$ cat src/hdl/pcs_pkg.sv
package pcs_pkg;
  // program memory geometry
  localparam int ADDR_W = 11;
  localparam int WORD_W = 14;
  localparam int STACK_DEPTH = 6;
  // fixed vectors
  localparam logic [10:0] RESET_VEC = 11'h000;
  localparam logic [10:0] TRAP_VEC = 11'h001;
  localparam logic [10:0] IRQ_VEC = 11'h008;
  // status bit positions feeding the upper counter bits
  localparam int PAGE_LOW_BIT = 5;
  localparam int PAGE_HIGH_BIT = 6;
  // flow operations reported by the instruction decoder
  typedef enum logic [2:0] {
    PCS_OP_NEXT,
    PCS_OP_JUMP,
    PCS_OP_CALL,
    PCS_OP_RET,
    PCS_OP_TRAP,
    PCS_OP_LOW_WR,
    PCS_OP_SKIP
  } pcs_op_e;
endpackage

$ cat src/hdl/pcs_sequencer.sv
`timescale 1ns/100ps
// How it works
// - an 11-bit instruction pointer addresses 2048 words of 14 bits
// - any reset loads address zero and fetching starts there
// - trap instruction pushes return address and jumps to address one
// - a taken interrupt pushes return address and jumps to address eight
// - plain instructions take one cycle, flow changes take two
// - six-deep return stack: calls and interrupts push, returns pop
// - long call and long jump carry a full 11-bit target, ignoring pages
// - while the reset pin is low the sequencer stays in reset
// - each instruction is one 14-bit word
// - the counter advances by one each cycle unless overridden
// - low-byte write: bits 9,10 from status bits 5,6, bit 8 cleared
module pcs_sequencer
  import pcs_pkg::*;
#(
  parameter int AW = ADDR_W,
  parameter int DEPTH = STACK_DEPTH
)(
  // clock and resets
  input wire logic CLK,
  input wire logic RST,
  input wire logic SHARED_RESET_PIN_N,
  // program memory
  output logic [AW-1:0] INSTR_ADDR,
  input wire logic [WORD_W-1:0] INSTR_WORD,
  output logic [WORD_W-1:0] INSTR_OUT,
  output logic INSTR_VALID,
  // decoded flow request for the instruction in execute
  input wire pcs_op_e FLOW_OP,
  input wire logic [AW-1:0] FLOW_TARGET,
  input wire logic [7:0] LOW_BYTE_DATA,
  input wire logic [7:0] STATUS_REG,
  input wire logic IRQ_TAKE,
  // state view
  output logic [AW-1:0] INSTRUCTION_POINTER,
  output logic [2:0] STACK_LEVEL
);

  // timing of one flow change:
  //   edge 0: the executing op redirects the pointer and may push or pop
  //   slot 1: the word fetched before edge 0 is discarded (flush slot)
  //   edge 1: the word at the new address enters the fetch register
  //   slot 2: that word executes, the pointer already one beyond it

  // reset and flow state
  logic rst_all;
  logic [AW-1:0] pc_q, pc_d;
  logic flush_q, flush_d;
  // return stack
  logic [AW-1:0] stack_q [DEPTH];
  logic [2:0] sp_q;
  logic [2:0] level_q;
  logic push, pop;
  logic [AW-1:0] push_val;
  // precomputed targets
  logic [AW-1:0] low_wr_target;
  logic [AW-1:0] ret_target;

  // fixed vectors widened to the pointer width
  localparam logic [AW-1:0] VEC_RESET = AW'(RESET_VEC);
  localparam logic [AW-1:0] VEC_TRAP = AW'(TRAP_VEC);
  localparam logic [AW-1:0] VEC_IRQ = AW'(IRQ_VEC);

  // either reset source holds the sequencer
  assign rst_all = RST | ~SHARED_RESET_PIN_N;

  // wrap a stack index around the depth
  function automatic logic [2:0] wrap_inc(input logic [2:0] v);
    if (v == 3'(DEPTH - 1))
      wrap_inc = 3'h0;
    else
      wrap_inc = v + 3'h1;
  endfunction

  // step a stack index back, wrapping below zero
  function automatic logic [2:0] wrap_dec(input logic [2:0] v);
    if (v == 3'h0)
      wrap_dec = 3'(DEPTH - 1);
    else
      wrap_dec = v - 3'h1;
  endfunction

  // low-byte write: page bits from status, bit 8 cleared
  assign low_wr_target = AW'({STATUS_REG[PAGE_HIGH_BIT], STATUS_REG[PAGE_LOW_BIT], 1'b0, LOW_BYTE_DATA});

  // a return takes the newest entry, just below the stack pointer
  assign ret_target = stack_q[wrap_dec(sp_q)];

  // next-address selection; an instruction in the flush slot is discarded
  // an interrupt wins over the executing op; its flow op is not carried out
  always_comb
  begin
    pc_d = pc_q + 1'b1;
    flush_d = 1'b0;
    push = 1'b0;
    pop = 1'b0;
    push_val = pc_q;
    if (IRQ_TAKE)
    begin
      pc_d = VEC_IRQ;
      push = 1'b1;
      // in a flush slot the pointer still names the word not yet executed,
      // so the pointer itself is the right place to come back to
      push_val = pc_q;
      flush_d = 1'b1;
    end
    // ops are decoded only outside the flush slot
    else if (!flush_q)
    begin
      case (FLOW_OP)
        PCS_OP_JUMP:
        begin
          pc_d = FLOW_TARGET;
          flush_d = 1'b1;
        end
        PCS_OP_CALL:
        begin
          pc_d = FLOW_TARGET;
          push = 1'b1;
          flush_d = 1'b1;
        end
        PCS_OP_RET:
        begin
          pc_d = ret_target;
          pop = 1'b1;
          flush_d = 1'b1;
        end
        PCS_OP_TRAP:
        begin
          pc_d = VEC_TRAP;
          push = 1'b1;
          flush_d = 1'b1;
        end
        PCS_OP_LOW_WR:
        begin
          pc_d = low_wr_target;
          flush_d = 1'b1;
        end
        // skip: no redirect, but the next word is discarded
        PCS_OP_SKIP:
          flush_d = 1'b1;
        default:
          flush_d = 1'b0;
      endcase
    end
  end

  // instruction pointer
  always_ff @(posedge CLK)
  begin
    if (rst_all)
      pc_q <= VEC_RESET;
    else
      pc_q <= pc_d;
  end

  // flush slot marker
  // reset leaves one, so the word latched during reset is never executed
  always_ff @(posedge CLK)
  begin
    if (rst_all)
      flush_q <= 1'b1;
    else
      flush_q <= flush_d;
  end

  // circular stack pointer, oldest entry overwritten on overflow
  // the count saturates at the depth, so a seventh push keeps it at six
  always_ff @(posedge CLK)
  begin
    if (rst_all)
    begin
      sp_q <= 3'h0;
      level_q <= 3'h0;
    end
    else if (push)
    begin
      sp_q <= wrap_inc(sp_q);
      if (level_q != 3'(DEPTH))
        level_q <= level_q + 3'h1;
    end
    else if (pop)
    begin
      sp_q <= wrap_dec(sp_q);
      if (level_q != 3'h0)
        level_q <= level_q - 3'h1;
    end
  end

  // stack storage
  // entries need no reset; a pop of an empty stack reads stale data
  always_ff @(posedge CLK)
  begin
    if (push)
      stack_q[sp_q] <= push_val;
  end

  // fetched word register; one word per instruction
  // registered so the decoder sees a word that is stable for the whole cycle
  always_ff @(posedge CLK)
  begin
    if (rst_all)
      INSTR_OUT <= '0;
    else
      INSTR_OUT <= INSTR_WORD;
  end

  // execute flag, low for the word that follows a flow change
  always_ff @(posedge CLK)
  begin
    if (rst_all)
      INSTR_VALID <= 1'b0;
    else
      INSTR_VALID <= ~flush_d;
  end

  // the fetch address and the state view are the registers themselves
  assign INSTR_ADDR = pc_q;
  assign INSTRUCTION_POINTER = pc_q;
  assign STACK_LEVEL = level_q;

endmodule

$ cat config.mk
export PLATFORM = sky130hd
export DESIGN_NAME = pcs_sequencer
export DESIGN_NICKNAME = d
export VERILOG_FILES = /design/src/hdl/pcs_pkg.sv /design/src/hdl/pcs_sequencer.sv
export SDC_FILE = /design/constraint.sdc
export NUM_CORES = 1
export LEC_CHECK = 0
export BUFFER_PORTS_ARGS = -buffer_cell sky130_fd_sc_hd__buf_4
export CORE_ASPECT_RATIO = 0.8
export CORE_MARGIN = 8
export CORE_UTILIZATION = 51
export CTS_CLUSTER_SIZE = 24
export DETAILED_ROUTE_END_ITERATION = 7
export GPL_TIMING_DRIVEN = 0
export HOLD_SLACK_MARGIN = 0.08
export PLACE_DENSITY = 0.87
export SYNTH_ARGS = -nofsm -noshare
export SYNTH_HDL_FRONTEND = slang
export SYNTH_SLANG_ARGS = --single-unit
$ cat constraint.sdc
create_clock -name CLK -period 2.78 [get_ports CLK]
set_input_delay 0.556 -clock CLK [delete_from_list [all_inputs] [get_ports CLK]]
set_output_delay 0.556 -clock CLK [all_outputs]
set_load 0.005 [all_outputs]
==> results <==
- The run finished with clean final reports.
- The number of fill cells in the layout is 748.
- At the end of routability-driven placement, the weighted congestion stood at 0.867.
- In the synthesized netlist the async set-or-reset flop fraction comes to 0.
- The final count of hold timing violations is 0.
- The starting density of the core is 0.516.
- The placed instances occupy a cell area of 5680 um2.
- The most used cell along the critical path is buf_6.
- The minimum clock period after layout is 2.62 ns.
- The floorplan has 32 rows.
- The pin count of the biggest net entering global routing is 17.
- edfxtp_1 takes more of the synthesized area than any other cell.
- The synthesized instance count is 415.
- The clock slew seen by the registers of the worst setup and hold paths is 0.07 ns.
- The final worst setup slack is 0.160 ns.
- The worst setup slack after placement is -0.0588 ns.
- In the routed layout, each cell is associated on average with a via count of 6.19.
- The first detailed-routing pass took 5 iterations.
- In this run, synthesis inferred 66 flip-flops with an integrated enable.
- The max-slew violation count is 0.
- The leakage power of the design is 2.31 nW.
- The signal arrival time at the worst endpoint is 2.84 ns.
- The number of max-capacitance violations reported is 0.
- The area growth from synthesis to final layout is 20.9%.
- The total clock buffers created by CTS is 9.
- The total buffers and inverters traversed by the critical path is 4.
- Pin placement for this block handled 88 I/O pins.
- The aggregate global-route resource usage is 0.190.
- The sequential element share of the synthesized area is 0.537.
- The estimated wirelength of the detail-placed design is 9040 um.
- The netlist uses 69 different library cells.
- After the first detailed-routing iteration, the DRC count stood at 344.
- Counting every net in the synthesized netlist gives 466.
- The critical path required time is 3.00 ns.
- For this block, the routed nets add up to 12,700 um of wire.
- The clock sink count is 99.
- The overall die area is 13,100 um2.
- The maximum fanout along the worst path is 10.
- The die width is 126 um.
- After synthesis, the cell types taking the most area are edfxtp_1 (40%), dfxtp_1 (13%), mux2_2 (3.0%).
- Once the clock tree was built, the resizer swapped 0 gates to a different size.
- The total standard cell area after synthesis is 4920 um2.
- In this run the tightest slew margin relative to its limit is 0.268.
- The power per cell area is 515 nW/um2.
- For this run the aggregate overflow at the end of global routing stands at 0.
- The Yosys step of the flow raised 0 warnings.
- TritonCTS built the clock tree.
- The final route contains 3,893 vias.
- The cell area after layout is 5950 um2.
- The cell class contributing the biggest share of worst-path delay is buffers and inverters.
- Port buffering added 79 buffers.
- The final worst-path cycle share is 0.942.
- The summed negative setup slack over all endpoints is 0 ns.
- In this run the post-CTS setup repair buffer count came out at 0.
- The synthesized area per cell is 11.9 um2.
- The number of antenna violations at the first check in global routing is 0.
- The signal on the critical path passes through buf_2 -> clkbuf_2 -> nor2_1 -> ha_1 -> nand2b_1 -> buf_6 -> buf_6 -> mux2_4 -> a221oi_2 -> a21oi_1.
- The share of synthesized area in the top cell type comes to 0.403.
- The number of hold buffers added after CTS was 0.
- The footprint of the multi-input gates is 2000 um2.
- VDD sags by at most 0.000395 V.
- The most instantiated library cell after synthesis is edfxtp_1.
- The flip-flop and latch area is 2640 um2.
- Once detail routing completed, the nets flagged for antenna violations numbered 0.
- The slowest stage of the critical path is the dfxtp_1 cell.
- The transition at the pin with the smallest max-transition slack is 1.09 ns.
- The type of element capturing the critical path is a register.
- The cell sitting at the root of the clock tree is a clkbuf_16.
- The critical path start-end classification is reg2reg.
- The region available for standard cell placement spans 9530 um2.
- The first global-routing pass estimated 19,800 um of wire.
- The path class of the tightest hold or removal check is in2reg.
- The number of global-route vias before repair is 3,838.
- For this run, design rule violations remaining after detail routing come to 0.
- The worst setup path is launched from a register.
- Setup repair after global routing left no endpoint under its margin.
- The commonest cells after synthesis are edfxtp_1 (66), dfxtp_1 (33), and2_1 (17), o21ai_0 (16), nand2b_1 (15).
- The synthesized design contains 99 register bits.
- The share of cells above drive strength 1 is 0.294.
- The height of the die is 104 um.
- The diode insertion count for antenna repair is 0.
- Timing would allow up to 382 MHz.
- The net count of the finished layout is 556.
- In this run the deepest clock path goes through 2 buffers.
- The source-to-sink clock delay at the later pin of the worst-skew pair is 0.34 ns.
- The number of failing setup endpoints in the final timing report is 0.
- The count of H-tree levels built during CTS is 3.
- In this design, the stage delay of the slowest critical-path cell is 0.36 ns.
- The clock skew after layout is 0.00779 ns.
- The wire length per cell is 20.1 um.
- For this run, the leading register cell type out of synthesis is edfxtp_1.
==> kinds of logic (layout without fill, tap and decap cells) <==
| family | Yosys count | count (layout) | share of synthesized area |
|---|---|---|---|
| buffers and inverters | 49 | 144 | 0.0593 |
| xor gates and xnor gates | 3 | 3 | 0.00687 |
| AOI/OAI and AO/OA | 125 | 125 | 0.190 |
| muxes | 29 | 29 | 0.0699 |
| DFF | 99 | 99 | 0.537 |
| and+or+nand+nor | 106 | 106 | 0.126 |
| adders and majority gates | 4 | 4 | 0.0112 |
==> power breakdown <==
part | switching, mW | total, mW | leakage (nW) | internal, mW
Clock | 0.533 | 1.14 | 0.125 | 0.602
Sequential | 0.0242 | 1.62 | 0.862 | 1.60
Combinational | 0.161 | 0.306 | 1.32 | 0.144
==> through the flow <==
| step | std cells | hold slack [ns] | utilization | power, mW |
|---|---|---|---|---|
| 6_report | 629 | 0.410 | 0.624 | 3.06 |
| 5_1_grt | 629 | 0.406 | 0.624 | 3.15 |
| 4_1_cts | 629 | 0.406 | 0.624 | 3.06 |
| 3_5_place_dp | 613 | 0.595 | 0.596 | 1.95 |
| 3_3_place_gp | 613 | 0.577 | 0.594 | 1.94 |
| 2_1_floorplan | 415 | 0.539 | - | 1.82 |
==> final cells by class <==
class	instances	share of cell area
clock inverter	7	0.00736
timing repair buffer	79	0.0997
sequential	99	0.444
multi-input combinational	267	0.336
tap	119	0.0250
buffer	39	0.0429
inverter	10	0.00631
clock buffer	9	0.0379
==> worst paths after layout <==
kind            startpoint                      to  slack [ns]  depth (start not counted)
min reg2reg        sp_q[2]                 sp_q[2]        0.62                          2
max                sp_q[0]  INSTRUCTION_POINTER[9]        0.16                         10
min          INSTR_WORD[7]            INSTR_OUT[7]        0.41                          2
max reg2reg        sp_q[0]  INSTRUCTION_POINTER[9]        0.16                         10
==> worst register-to-register path, stage by stage, from the launching register on <==
cell and delay, ns:
dfxtp_1 0.36, buf_2 0.22, clkbuf_2 0.28, nor2_1 0.08, ha_1 0.29, nand2b_1 0.20
buf_6 0.14, buf_6 0.16, mux2_4 0.31, a221oi_2 0.35, a21oi_1 0.11
==> layout by cell type, fill, tap and decap left out, drive strengths merged, types with 3 or more instances in the layout <==
cell type  netlist  layout
a21oi           12      12
mux2            14      14
a21o            10      10
o21a             4       4
a211o            3       3
nor2            15      15
nor3            13      13
o21ai           16      16
buf             30     109
nor2b            6       6
o31ai           12      12
nand2           14      14
dfxtp           33      33
o31a             3       3
mux2i           13      13
a221oi          12      12
and2            17      17
inv             10      11
o22ai            5       5
nand3            5       5
edfxtp          66      66
clkbuf           9      18
a31o             4       4
a21boi           9       9
a31oi           10      10
o32ai            6       6
and3             6       6
nand2b          15      15
a221o            7       7
clkinv           0       4
==> sequential cells by signal (all words and copies together), names as in the netlist <==
register,cells
flush_q,1
sp_q,3
INSTRUCTION_POINTER,11
INSTR_OUT,14
STACK_LEVEL,3
INSTR_VALID,1
stack_q,66
==> routing by layer <==
| layer | wire length [um] | global-route usage | vias up |
|---|---|---|---|
| met5 | 0 | 0 | - |
| met4 | 215 | 0.0626 | 0 |
| met3 | 1330 | 0.0584 | 22 |
| met2 | 5890 | 0.296 | 237 |
| met1 | 5230 | 0.247 | 1855 |
| li1 | - | - | 1779 |
Power figures use the tool's default switching activity.
